--- src/tdam_defines.vh ---
// Offsets, fields, reset values and select codes of the test and diagnostic register bank
`ifndef TDAM_DEFINES_VH
`define TDAM_DEFINES_VH

// =====================================================================
// Register offsets
`define TDAM_ADDR_W 6
`define TDAM_OFF_SELF_TEST 6'h36
`define TDAM_OFF_CHIP_ID 6'h37
`define TDAM_OFF_AUX_SEL 6'h38
`define TDAM_OFF_PROBE_ONE 6'h39
`define TDAM_OFF_PROBE_TWO 6'h3a
`define TDAM_OFF_PROBE_SEL1 6'h31
`define TDAM_OFF_PROBE_SEL2 6'h32

// =====================================================================
// Reset values
`define TDAM_RST_SELF_TEST 8'h40
`define TDAM_RST_AUX_SEL 8'h00
`define TDAM_RST_PROBE 6'h00
`define TDAM_RST_SEL 8'h00

// =====================================================================
// Field positions
`define TDAM_NONLIN_BIT 6
`define TDAM_CHECK_MSB 3
`define TDAM_CHECK_LSB 0
`define TDAM_CHECK_ON 4'h9
`define TDAM_CMD_CHECKSUM 4'h3

// =====================================================================
// Aux source select codes
`define TDAM_SRC_HIZ 4'h0
`define TDAM_SRC_DAC 4'h1
`define TDAM_SRC_CORR 4'h2
`define TDAM_SRC_MINLVL 4'h4
`define TDAM_SRC_ADC_I 4'h5
`define TDAM_SRC_ADC_Q 4'h6
`define TDAM_SRC_PROD 4'h8
`define TDAM_SRC_HIGH 4'ha
`define TDAM_SRC_LOW 4'hb
`define TDAM_SRC_TXACT 4'hc
`define TDAM_SRC_RXACT 4'hd
`define TDAM_SRC_SUBC 4'he
`define TDAM_SRC_TBUS 4'hf

`endif

--- src/tdam_sync.v ---
// Three-stage synchroniser for an asynchronous level input
`timescale 1ns/1ps
module tdam_sync (
   input wire clk_i,   // System clock
   input wire rst_i,   // Async reset, active high
   input wire d_i,     // Asynchronous level
   output reg q_o      // Filtered synchronous level
);
   reg s1;
   reg s2;
   reg s3;
   // A change counts only once stages two and three agree
   always @(posedge clk_i or posedge rst_i) begin
      if (rst_i) begin
         s1 <= 1'b0;
         s2 <= 1'b0;
         s3 <= 1'b0;
         q_o <= 1'b0;
      end else begin
         s1 <= d_i;
         s2 <= s1;
         s3 <= s2;
         if (s2 == s3) begin
            q_o <= s3;
         end
      end
   end
endmodule // tdam_sync

--- src/tdam_aux_mux.v ---
// Source multiplexer for one analog auxiliary pin
`timescale 1ns/1ps
`include "tdam_defines.vh"
module tdam_aux_mux #(
   parameter W = 6
) (
   input wire [3:0] sel_i,      // Source select code
   input wire [W-1:0] dac_i,    // Probe DAC value for this pin
   input wire [W-1:0] corr_i,   // Correlator probe
   input wire [W-1:0] minlvl_i, // Minimum threshold probe
   input wire [W-1:0] adc_i_i,  // In-phase sample
   input wire [W-1:0] adc_q_i,  // Quadrature sample
   input wire tx_act_i,         // Transmit activity flag
   input wire rx_act_i,         // Receive activity flag
   input wire subc_i,           // Subcarrier detected
   input wire tbus_bit_i,       // Picked test-bus bit
   output reg [W-1:0] level_o,  // Analog level code
   output reg oe_n_o            // Low while the pin is driven
);
   always @* begin
      level_o = {W{1'b0}};
      oe_n_o = 1'b0;
      case (sel_i)
         `TDAM_SRC_DAC: level_o = dac_i;
         `TDAM_SRC_CORR: level_o = corr_i;
         `TDAM_SRC_MINLVL: level_o = minlvl_i;
         `TDAM_SRC_ADC_I: level_o = adc_i_i;
         `TDAM_SRC_ADC_Q: level_o = adc_q_i;
         `TDAM_SRC_HIGH: level_o = {W{1'b1}};
         `TDAM_SRC_LOW: level_o = {W{1'b0}};
         `TDAM_SRC_TXACT: level_o = {W{tx_act_i}};
         `TDAM_SRC_RXACT: level_o = {W{rx_act_i}};
         `TDAM_SRC_SUBC: level_o = {W{subc_i}};
         `TDAM_SRC_TBUS: level_o = {W{tbus_bit_i}};
         // Codes 0000, 0011, 0111, 1000 and 1001 leave the pin floating
         default: oe_n_o = 1'b1;
      endcase
   end
endmodule // tdam_aux_mux

--- src/tdam_regs.v ---
// Test and diagnostic register bank with the two auxiliary pin source multiplexers
`timescale 1ns/1ps
`include "tdam_defines.vh"
module tdam_regs #(
   parameter [3:0] CHIP_TYPE = 4'h5,  // Arbitrary value
   parameter [3:0] CHIP_REV = 4'h3,   // Arbitrary value
   parameter DAC_W = 6
) (
   input wire CLK_SYS_I,                       // 200 MHz system clock
   input wire SYS_RST_I,                       // Async reset, active high
   input wire [`TDAM_ADDR_W-1:0] REG_ADDR_I,   // Register address
   input wire [7:0] REG_WDATA_I,               // Write data
   input wire REG_WR_I,                        // Write strobe
   input wire REG_RD_I,                        // Read strobe
   output reg [7:0] REG_RDATA_O,               // Read data, cycle after strobe
   input wire CMD_VALID_I,                     // Command code issued
   input wire [3:0] CMD_CODE_I,                // Command code
   input wire [DAC_W-1:0] CORR_I,              // Correlator probe
   input wire [DAC_W-1:0] MINLVL_I,            // Minimum threshold probe
   input wire [DAC_W-1:0] ADC_I_I,             // In-phase sample
   input wire [DAC_W-1:0] ADC_Q_I,             // Quadrature sample
   input wire TX_ACT_I,                        // Transmit activity, same clock
   input wire RX_ACT_I,                        // Receive activity, same clock
   input wire SUBC_DET_I,                      // Subcarrier detect, async
   input wire [7:0] TEST_BUS_I,                // Internal test bus, same clock
   output reg SELF_TEST_EN_O,                  // Digital self-test enable
   output reg SELF_TEST_START_O,               // Self-test launch pulse
   output reg RX_NONLINEAR_O,                  // Nonlinear receiver gain mode
   output reg [4:0] TEST_BUS_SEL_O,            // Test bus source select
   output reg [DAC_W-1:0] AUX_ONE_LEVEL_O,     // Pin one level code
   output reg AUX_ONE_OE_N_O,                  // Pin one drive enable, low drives
   output reg [DAC_W-1:0] AUX_TWO_LEVEL_O,     // Pin two level code
   output reg AUX_TWO_OE_N_O                   // Pin two drive enable, low drives
);
   // =====================================================================
   // Register storage
   reg [7:0] self_test_control;
   reg [7:0] aux_pin_source_select;
   reg [DAC_W-1:0] probe_level_one;
   reg [DAC_W-1:0] probe_level_two;
   reg [1:0] probe_one_spare;
   reg [7:0] first_probe_select_register;
   reg [7:0] second_probe_select_register;
   reg subc_sync;
   wire [3:0] digital_check_select;
   wire [3:0] aux_one_source_select;
   wire [3:0] aux_two_source_select;
   wire [2:0] probe_bit_pick;
   wire probe_bit;
   wire [DAC_W-1:0] lvl_one;
   wire [DAC_W-1:0] lvl_two;
   wire oe_one_n;
   wire oe_two_n;
   reg [7:0] next_rdata;

   assign digital_check_select = self_test_control[`TDAM_CHECK_MSB:`TDAM_CHECK_LSB];
   assign aux_one_source_select = aux_pin_source_select[7:4];
   assign aux_two_source_select = aux_pin_source_select[3:0];
   assign probe_bit_pick = first_probe_select_register[2:0];
   assign probe_bit = TEST_BUS_I[probe_bit_pick];

   // =====================================================================
   // Write decode; identification and unmapped offsets get no strobe
   wire wr_self_test = REG_WR_I && (REG_ADDR_I == `TDAM_OFF_SELF_TEST);
   wire wr_aux_sel = REG_WR_I && (REG_ADDR_I == `TDAM_OFF_AUX_SEL);
   wire wr_probe_one = REG_WR_I && (REG_ADDR_I == `TDAM_OFF_PROBE_ONE);
   wire wr_probe_two = REG_WR_I && (REG_ADDR_I == `TDAM_OFF_PROBE_TWO);
   wire wr_probe_sel1 = REG_WR_I && (REG_ADDR_I == `TDAM_OFF_PROBE_SEL1);
   wire wr_probe_sel2 = REG_WR_I && (REG_ADDR_I == `TDAM_OFF_PROBE_SEL2);

   // =====================================================================
   // Self-test control; factory bits are held as storage only, they steer nothing
   always @(posedge CLK_SYS_I or posedge SYS_RST_I) begin
      if (SYS_RST_I) begin
         self_test_control <= `TDAM_RST_SELF_TEST;
      end else if (wr_self_test) begin
         self_test_control <= REG_WDATA_I;
      end
   end

   // =====================================================================
   // Auxiliary pin source select
   always @(posedge CLK_SYS_I or posedge SYS_RST_I) begin
      if (SYS_RST_I) begin
         aux_pin_source_select <= `TDAM_RST_AUX_SEL;
      end else if (wr_aux_sel) begin
         aux_pin_source_select <= REG_WDATA_I;
      end
   end

   // =====================================================================
   // Probe DAC one; the spare bits read back but never reach a pin
   always @(posedge CLK_SYS_I or posedge SYS_RST_I) begin
      if (SYS_RST_I) begin
         probe_level_one <= `TDAM_RST_PROBE;
         probe_one_spare <= 2'h0;
      end else if (wr_probe_one) begin
         probe_level_one <= REG_WDATA_I[DAC_W-1:0];
         probe_one_spare <= REG_WDATA_I[7:6];
      end
   end

   // =====================================================================
   // Probe DAC two; its upper bits are not stored and read as zero
   always @(posedge CLK_SYS_I or posedge SYS_RST_I) begin
      if (SYS_RST_I) begin
         probe_level_two <= `TDAM_RST_PROBE;
      end else if (wr_probe_two) begin
         probe_level_two <= REG_WDATA_I[DAC_W-1:0];
      end
   end

   // =====================================================================
   // Test-bus bit pick and test-bus source select
   always @(posedge CLK_SYS_I or posedge SYS_RST_I) begin
      if (SYS_RST_I) begin
         first_probe_select_register <= `TDAM_RST_SEL;
      end else if (wr_probe_sel1) begin
         first_probe_select_register <= REG_WDATA_I;
      end
   end

   always @(posedge CLK_SYS_I or posedge SYS_RST_I) begin
      if (SYS_RST_I) begin
         second_probe_select_register <= `TDAM_RST_SEL;
      end else if (wr_probe_sel2) begin
         second_probe_select_register <= REG_WDATA_I;
      end
   end

   // =====================================================================
   // Read path
   always @* begin
      case (REG_ADDR_I)
         `TDAM_OFF_SELF_TEST: next_rdata = self_test_control;
         `TDAM_OFF_CHIP_ID: next_rdata = {CHIP_TYPE, CHIP_REV};
         `TDAM_OFF_AUX_SEL: next_rdata = aux_pin_source_select;
         `TDAM_OFF_PROBE_ONE: next_rdata = {probe_one_spare, probe_level_one};
         `TDAM_OFF_PROBE_TWO: next_rdata = {2'h0, probe_level_two};
         `TDAM_OFF_PROBE_SEL1: next_rdata = first_probe_select_register;
         `TDAM_OFF_PROBE_SEL2: next_rdata = second_probe_select_register;
         default: next_rdata = 8'h00;
      endcase
   end

   // Read data is valid only in the cycle after the strobe
   always @(posedge CLK_SYS_I or posedge SYS_RST_I) begin
      if (SYS_RST_I) begin
         REG_RDATA_O <= 8'h00;
      end else if (REG_RD_I) begin
         REG_RDATA_O <= next_rdata;
      end else begin
         REG_RDATA_O <= 8'h00;
      end
   end

   // =====================================================================
   // Self-test enable; software must clear the selector before normal use
   always @(posedge CLK_SYS_I or posedge SYS_RST_I) begin
      if (SYS_RST_I) begin
         SELF_TEST_EN_O <= 1'b0;
      end else begin
         SELF_TEST_EN_O <= (digital_check_select == `TDAM_CHECK_ON);
      end
   end

   // Launch needs the enable pattern plus the checksum command
   always @(posedge CLK_SYS_I or posedge SYS_RST_I) begin
      if (SYS_RST_I) begin
         SELF_TEST_START_O <= 1'b0;
      end else begin
         SELF_TEST_START_O <= CMD_VALID_I && (CMD_CODE_I == `TDAM_CMD_CHECKSUM)
            && (digital_check_select == `TDAM_CHECK_ON);
      end
   end

   // =====================================================================
   // Receiver gain mode and test-bus source
   always @(posedge CLK_SYS_I or posedge SYS_RST_I) begin
      if (SYS_RST_I) begin
         RX_NONLINEAR_O <= 1'b1;
      end else begin
         RX_NONLINEAR_O <= self_test_control[`TDAM_NONLIN_BIT];
      end
   end

   always @(posedge CLK_SYS_I or posedge SYS_RST_I) begin
      if (SYS_RST_I) begin
         TEST_BUS_SEL_O <= 5'h00;
      end else begin
         TEST_BUS_SEL_O <= second_probe_select_register[4:0];
      end
   end

   // =====================================================================
   // Subcarrier detect arrives from the analog side, so it is synchronised
   tdam_sync u_subc_sync (
      .clk_i(CLK_SYS_I),
      .rst_i(SYS_RST_I),
      .d_i(SUBC_DET_I),
      .q_o(subc_sync)
   );

   // =====================================================================
   // Auxiliary pin multiplexers
   tdam_aux_mux #(.W(DAC_W)) u_mux_one (
      .sel_i(aux_one_source_select),
      .dac_i(probe_level_one),
      .corr_i(CORR_I),
      .minlvl_i(MINLVL_I),
      .adc_i_i(ADC_I_I),
      .adc_q_i(ADC_Q_I),
      .tx_act_i(TX_ACT_I),
      .rx_act_i(RX_ACT_I),
      .subc_i(subc_sync),
      .tbus_bit_i(probe_bit),
      .level_o(lvl_one),
      .oe_n_o(oe_one_n)
   );

   tdam_aux_mux #(.W(DAC_W)) u_mux_two (
      .sel_i(aux_two_source_select),
      .dac_i(probe_level_two),
      .corr_i(CORR_I),
      .minlvl_i(MINLVL_I),
      .adc_i_i(ADC_I_I),
      .adc_q_i(ADC_Q_I),
      .tx_act_i(TX_ACT_I),
      .rx_act_i(RX_ACT_I),
      .subc_i(subc_sync),
      .tbus_bit_i(probe_bit),
      .level_o(lvl_two),
      .oe_n_o(oe_two_n)
   );

   // Registered so the pins see no decode glitches; costs one cycle of lag
   always @(posedge CLK_SYS_I or posedge SYS_RST_I) begin
      if (SYS_RST_I) begin
         AUX_ONE_LEVEL_O <= {DAC_W{1'b0}};
         AUX_ONE_OE_N_O <= 1'b1;
         AUX_TWO_LEVEL_O <= {DAC_W{1'b0}};
         AUX_TWO_OE_N_O <= 1'b1;
      end else begin
         AUX_ONE_LEVEL_O <= lvl_one;
         AUX_ONE_OE_N_O <= oe_one_n;
         AUX_TWO_LEVEL_O <= lvl_two;
         AUX_TWO_OE_N_O <= oe_two_n;
      end
   end
endmodule // tdam_regs

--- config.mk ---
export PLATFORM = sky130hd
export DESIGN_NAME = tdam_regs
export DESIGN_NICKNAME = d
export VERILOG_FILES = /design/src/tdam_sync.v /design/src/tdam_aux_mux.v /design/src/tdam_regs.v
export VERILOG_INCLUDE_DIRS = /design/src
export SDC_FILE = /design/constraint.sdc
export NUM_CORES = 1
export LEC_CHECK = 0
export ABC_AREA = 1
export BUFFER_PORTS_ARGS = -buffer_cell sky130_fd_sc_hd__buf_4
export CAP_MARGIN = 0
export CORE_MARGIN = 8
export CORE_UTILIZATION = 50
export DETAILED_ROUTE_END_ITERATION = 10
export PLACE_DENSITY = 0.82
export SYNTH_ARGS = -nofsm -noshare
export SYNTH_HDL_FRONTEND = slang
export SYNTH_SLANG_ARGS = --single-unit
--- constraint.sdc ---
create_clock -name CLK_SYS_I -period 2.3 [get_ports CLK_SYS_I]
set_input_delay 0.115 -clock CLK_SYS_I [delete_from_list [all_inputs] [get_ports CLK_SYS_I]]
set_output_delay 0.115 -clock CLK_SYS_I [all_outputs]
set_load 0.05 [all_outputs]
==> results of run 1 <==
[power groups by stage]
stage               logic, mW  clock network [mW]  registers [mW]
detailed placement      0.992                   0            1.81
global route             1.09                1.06            1.81
global placement        0.975                   0            1.80
floorplan               0.386                   0            2.03
finish                   1.00               0.982            1.79
CTS                      1.00               0.993            1.79
[cells in the mapped netlist]
master,n,share of area
a21oi_1,19,0.024
o21ai_0,35,0.044
nand2_1,141,0.13
o32ai_1,2,0.0044
clkbuf_1,4,0.0038
nand3_2,3,0.0075
dfstp_2,4,0.026
nor2_1,60,0.057
nor2_2,3,0.0047
buf_6,2,0.0057
o21ai_1,2,0.0025
a31o_2,2,0.0044
nand4_1,18,0.028
clkinv_2,1,0.0013
buf_4,1,0.0019
dfrtp_1,76,0.48
nor2_4,5,0.014
inv_1,43,0.041
buf_2,8,0.010
inv_2,1,0.00094
nand3_1,77,0.097
nand2_2,2,0.0031
o21a_1,3,0.0057
maj3_1,1,0.0025
[per-stage QoR]
step | utilization | cell area [µm²] | cells | hold slack (ps)
finish | 0.6401 | 4946 | 710 | 5.128
global route | 0.6401 | 4946 | 710 | 18.13
CTS | 0.6401 | 4946 | 710 | 4.433
detailed placement | 0.6086 | 4703 | 689 | 228.9
global placement | 0.6086 | 4703 | 689 | 225.0
floorplan | - | 3980 | 513 | 146.4
[final cells by class]
class	instances	share of cell area
clock buffers	12	0.03339
clock inverters	4	0.005565
inverters	45	0.03440
multi-input cells	373	0.3473
flip-flops and latches	80	0.4058
well taps	102	0.02580
repair buffers	94	0.1477
[flip-flops by register name (all words and copies together), names as in the netlist]
register / cells
aux_pin_source_select: 8
u_subc_sync.q_o: 1
first_probe_select_register: 8
SELF_TEST_EN_O: 1
TEST_BUS_SEL_O: 5
probe_level_one: 6
second_probe_select_register: 8
AUX_ONE_LEVEL_O: 6
AUX_TWO_OE_N_O: 1
self_test_control: 8
probe_one_spare: 2
AUX_ONE_OE_N_O: 1
RX_NONLINEAR_O: 1
u_subc_sync.s1: 1
REG_RDATA_O: 8
SELF_TEST_START_O: 1
probe_level_two: 6
u_subc_sync.s3: 1
u_subc_sync.s2: 1
AUX_TWO_LEVEL_O: 6
[worst max-delay path, delay by kind of cell, from the launching register on]
kind / cells / cell delay (ps)
DFF: 1 / 500
buffers and inverters: 1 / 150
and+or+nand+nor: 6 / 820
[cell families after synthesis]
logic type | Yosys count | synth area share
adders and majority gates | 1 | 0.002515
and+or+nand+nor | 309 | 0.3442
DFF | 80 | 0.5042
buffers and inverters | 60 | 0.06413
AOI/OAI and AO/OA | 63 | 0.08488
[per-layer routing]
layer  up-vias  track usage  wire, µm
met5         -            0         0
met4         0       0.1111       467
met3        42      0.05786      1035
met2       219       0.3759      5927
met1      1867       0.2703      4869
li1       1858            -         -
[timing repair]
item / in CTS / in global routing
endpoints found under the setup margin: 0 / 0
hold endpoints to repair: 32 / 0
hold buffers: 5 / 0
gates resized for setup: 0 / 0
[path summary, 6_finish.rpt]
path,endpoint,start,slack [ps]
min,first_probe_select_register[1]$_DFFE_PP0P_,REG_WDATA_I[1],5
min reg2reg,u_subc_sync.s2$_DFF_PP0_,u_subc_sync.s1$_DFF_PP0_,340
min in group asynchronous,TEST_BUS_SEL_O[4]$_DFF_PP0_,SYS_RST_I,410
max reg2reg,AUX_TWO_LEVEL_O[1]$_DFF_PP0_,aux_pin_source_select[3]$_DFFE_PP0P_,770
max in group asynchronous,AUX_TWO_OE_N_O$_DFF_PP1_,SYS_RST_I,1160
max,AUX_TWO_LEVEL_O[1]$_DFF_PP0_,aux_pin_source_select[3]$_DFFE_PP0P_,770
==> results.toml, run 1 <==
[cells_and_area]
layout_common_cells = "nand2_1, buf_4, nand3_1, dfrtp_1, nor2_1"
regArea_um2 = 2007
finalNetCount = 661
syn2layout_area_growth_pct = 24.27
final_common_cell = "nand2_1"
multiInputGateArea_um2 = 1718
num_antenna_cells = 0
nFillCells = 671
drive_gt1_frac = 0.2089

[pwr]
switching_share = 0.3538
p_leak_nw = 2.569
vdd_drop_max_v = 0.0006630
pwr_density_cell_nw_per_um2 = 762.6
p_switching_mw = 1.334
power_frac_clock = 0.260
comb_power_share = 0.265
intPower_mw = 2.437
p_total_mw = 3.772
p_seq_frac = 0.474

[route]
vias = 3986
routed_wl_um = 12300
ant_nets = 0
drc_errors = 0
drt_pass1_iterations = 7
routedWlPerCell_um = 17.32
vias_per_cell = 5.614
drt_iter0_drc = 262

[die]
die-area_um2 = 11070
fp.coreArea_um2 = 7727
start_util = 0.5151
die_y_um = 105.2
fp.dieW_um = 105.2
std_cell_rows = 32
io_pins = 88

[setup_path]
cp-end-kind = "flop"
cp-start-kind = "flop"
critical_path_class = "flop to flop"
max_stage_delay_ps = 500
crit_arrival_ps = 1820
crit_fanout = 10
slowest_stage = "dfrtp_1"
crit_chain = "inv_1 > nand2_1 > nor2_1 > nand2_1 > nand3_1 > nor2_1 > nand3_1"
rr_worst_depth = 7
cp.required_ps = 2590

[clocking]
cts_tree = "built"
clk_latency_ps = 350
cts_setup_buffers = 0
cts_root_buf = "clkbuf_8"
cts_sinks = 80
ctsLongestPathBuffers = 2
htreeDepth = 3
cts_made_buffers = 9
clk_pin_slew_ps = 80

[outcome]
status = "finished clean"

[hold_path]
hp-class = "primary input to flop"
hold_depth = 3

[yosys]
ys_ff_latch = 80
synth_fp_nets = 571
ys_warn_count = 0
avgSynthCellArea_um2 = 7.758
synth_cell_types = 24
syn-cell-area_um2 = 3980
synth_cells = 513
seq_area_frac_synth = 0.5042

[timing]
finalHoldViolCount = 0
setup_viol = 0
slew_violations = 0
fin_worst_skew_ps = 7.421
fin_ws_ps = 768.8
slew_headroom = 0.5586
post-route-period-util = 0.6657
worst-slew-pin-transition_ps = 661.2
max_freq_ghz = 0.6531
setup_tns_ps = 0
rsz0062_at_grt = "false"
period_needed_ps = 1531

[global_routing]
grtUsageTotal = 0.2274
antenna_found_initial = 0
grt_max_degree = 51
grt_pass1_vias = 3964
grt_pass1_wl_um = 20080
grt-ovfl-total = 0

[place]
dp_slack_ps = 691.9
io_buffers = 87
place_congestion = 1.004
dp_hpwl_um = 9440

[job]
maxCapViolations = 0
Note: power is estimated with default switching activity, not from simulation.
==> inputs of run 2 (changes only) <==
--- a/config.mk
+++ b/config.mk
@@ -6,7 +6,7 @@
 export SDC_FILE = /design/constraint.sdc
 export NUM_CORES = 1
 export LEC_CHECK = 0
-export ABC_AREA = 1
+export ABC_AREA = 0
 export BUFFER_PORTS_ARGS = -buffer_cell sky130_fd_sc_hd__buf_4
 export CAP_MARGIN = 0
 export CORE_MARGIN = 8
==> constraint.sdc (replaced) <==
create_clock -name CLK_SYS_I -period 1.5 [get_ports CLK_SYS_I]
set_input_delay 0.075 -clock CLK_SYS_I [delete_from_list [all_inputs] [get_ports CLK_SYS_I]]
set_output_delay 0.075 -clock CLK_SYS_I [all_outputs]
set_load 0.05 [all_outputs]
==> results.toml, run 2 <==
[yosys]
seq_area_frac_synth = 0.5050
synth_fp_nets = 401
yosys.area.top_type_share = 0.4786
ys.flop_type = "dfrtp_1"
syn-cell-area_um2 = 3974
ys_warn_count = 0
synthTopCellsByCount = "dfrtp_1, mux2_2, nor2_1, mux2i_1, a22oi_1"
synthArstFlopShare = 1.000
synth_largest_area_cell = "dfrtp_1"
synth_cells = 343
yosysMostFrequentCell = "dfrtp_1"
synth_cell_types = 48
synth.area.top_cells = "dfrtp_1, mux2_2, mux2i_1, a22oi_1, dfstp_2"
ys_ff_latch = 80
synth_edf_count = 0
avgSynthCellArea_um2 = 11.59

[setup_path]
crit_fanout = 6
path_depth = 4
crit_arrival_ps = 1710
cp.required_ps = 1770
rr_worst_depth = 4
regToRegEndpoint = "AUX_TWO_LEVEL_O[0]$_DFF_PP0_"
startpoint = "first_probe_select_register[0]$_DFFE_PP0P_"
cp-end-kind = "flop"
r2r_setup_slack_ps = 70
cp.buffers_inverters = 0
crit_chain = "mux2_2 > a2bb2oi_1 > nand4_1 > nand3_1"
max_stage_delay_ps = 440
critical_path_class = "flop to flop"
crit_end = "AUX_TWO_LEVEL_O[0]$_DFF_PP0_"
cp_top_family = "simple AND/OR/NAND/NOR gates"
cp-start-kind = "flop"
slowest_stage = "dfrtp_1"
r2r-start = "first_probe_select_register[0]$_DFFE_PP0P_"

[timing]
setup_tns_ps = 0
fin_worst_skew_ps = 6.750
slew_violations = 0
period_needed_ps = 1433
setup_viol = 0
finalHoldViolCount = 0
max_freq_ghz = 0.6980
slew_headroom = 0.7237
post-route-period-util = 0.9551
rsz0062_at_grt = "false"
worst-slew-pin-transition_ps = 414.5

[die]
io_pins = 88
die-area_um2 = 11060
fp.coreArea_um2 = 7727
die_y_um = 105.2
std_cell_rows = 32
start_util = 0.5142
fp.dieW_um = 105.2

[place]
place_area_um2 = 4906
dp_hpwl_um = 8460
place_congestion = 0.9460
io_buffers = 87

[route]
routedWlPerCell_um = 19.90
vias = 3324
wl_met2_um = 5591
drt_iter0_drc = 184
wl_met3_um = 762
routed.top_layer = "met4"
ant_nets = 0
drt_pass1_iterations = 5
vias_per_cell = 5.883
m1WireLength_um = 4730
routed_wl_um = 11250
drc_errors = 0

[job]
maxCapViolations = 0

[global_routing]
grt_pass1_vias = 3555
antenna_found_initial = 0
grt_max_degree = 81
grtUsageTotal = 0.2064
grt_pass1_wl_um = 18340
grt-ovfl-total = 0

[cells_and_area]
drive_gt1_frac = 0.4125
final_common_cell = "buf_4"
nFillCells = 573
num_antenna_cells = 0
syn2layout_area_growth_pct = 32.43
fin_area_um2 = 5263
finalNetCount = 516
layout_common_cells = "buf_4, dfrtp_1, mux2_2, nor2_1, mux2i_1"

[clocking]
ctsLongestPathBuffers = 2
cts_tree = "built"
htreeDepth = 3
clk_pin_slew_ps = 80
cts_made_buffers = 9
clk_latency_ps = 350
cts_sinks = 80
cts_root_buf = "clkbuf_8"

[pwr]
vdd_drop_max_v = 0.0006854
pwr_density_cell_nw_per_um2 = 1139
p_leak_nw = 2.448

[hold_path]
hp-class = "primary input to flop"

[outcome]
status = "finished clean"
[run 2: cell types whose count changed after synthesis, moves of 11 or more]
cell / change
nor2_1: -37
nand2_1: -129
a22oi_1: +16
mux2i_1: +18
nand3_1: -62
clkbuf_1: +11
nand4_1: -16
o21ai_0: -33
mux2_2: +40
inv_1: -39
[run 2: logic make-up after synthesis]
logic type,count (synthesis),share of synthesized area
AO/OA/AOI/OAI,77,0.1442
flip-flops,80,0.5050
adder cells (fa/ha/maj),1,0.002519
AND/OR/NAND/NOR,91,0.1360
buffers and inverters,28,0.03085
multiplexers,66,0.1814
[run 2: worst min path at each step]
| stage | from | end | slack [ps] | cells past startpoint |
|---|---|---|---|---|
| 2_1_floorplan | SUBC_DET_I | u_subc_sync.s1$_DFF_PP0_ | 110 | 0 |
| 3_3_place_gp | SUBC_DET_I | u_subc_sync.s1$_DFF_PP0_ | 190 | 1 |
| 3_5_place_dp | SUBC_DET_I | u_subc_sync.s1$_DFF_PP0_ | 190 | 1 |
| 4_1_cts | REG_WDATA_I[2] | first_probe_select_register[2]$_DFFE_PP0P_ | 2 | 2 |
| 5_1_grt | REG_WDATA_I[5] | first_probe_select_register[5]$_DFFE_PP0P_ | 10 | 2 |
| 6_report | REG_WDATA_I[5] | first_probe_select_register[5]$_DFFE_PP0P_ | 10 | 2 |
[run 2: power breakdown]
group | internal, mW | switching (mW)
sequential | 2.45 | 0.198
clock | 0.939 | 0.757
combinational | 0.713 | 0.941
[run 2: per-stage QoR]
step | hold slack (ps) | util | power, mW | setup slack, ps | instances
6_report | 10.60 | 0.6810 | 5.995 | 67.33 | 565
5_1_grt | 11.15 | 0.6810 | 6.258 | 0.8911 | 565
4_1_cts | 2.006 | 0.6728 | 6.008 | 10.27 | 561
3_5_place_dp | 191.0 | 0.6349 | 4.297 | 14.08 | 537
3_3_place_gp | 186.0 | 0.6349 | 4.252 | 54.28 | 537
2_1_floorplan | 106.4 | - | 3.651 | 57.57 | 343
[run 2: layout make-up]
type / instances / area [µm²] / area share
inverters: 4 / 18.77 / 0.003566
repair buffers: 128 / 1030 / 0.1957
well taps: 102 / 127.6 / 0.02425
clock buffers: 11 / 131.4 / 0.02496
clock inverters: 5 / 81.33 / 0.01545
multi-input cells: 235 / 1867 / 0.3547
flip-flops and latches: 80 / 2007 / 0.3814
[run 2: metal layers]
metal,vias up,GRT usage
li1,1508,-
met2,133,0.3448
met4,0,0.07339
met1,1671,0.2492
met3,12,0.05774
met5,-,0
[run 2: what timing repair did]
item	in CTS	in global routing
setup buffers	0	1
hold buffers	8	3
gates resized for setup	0	6
setup endpoints to repair	1	12
endpoints found under the hold margin	87	3
pin swaps	1	2
[run 2: worst register-to-register path, delay by kind of cell (launching register included)]
kind	cells	cell delay [ps]
simple gates	2	460
flops	1	440
mux	1	240
compound gates	1	220
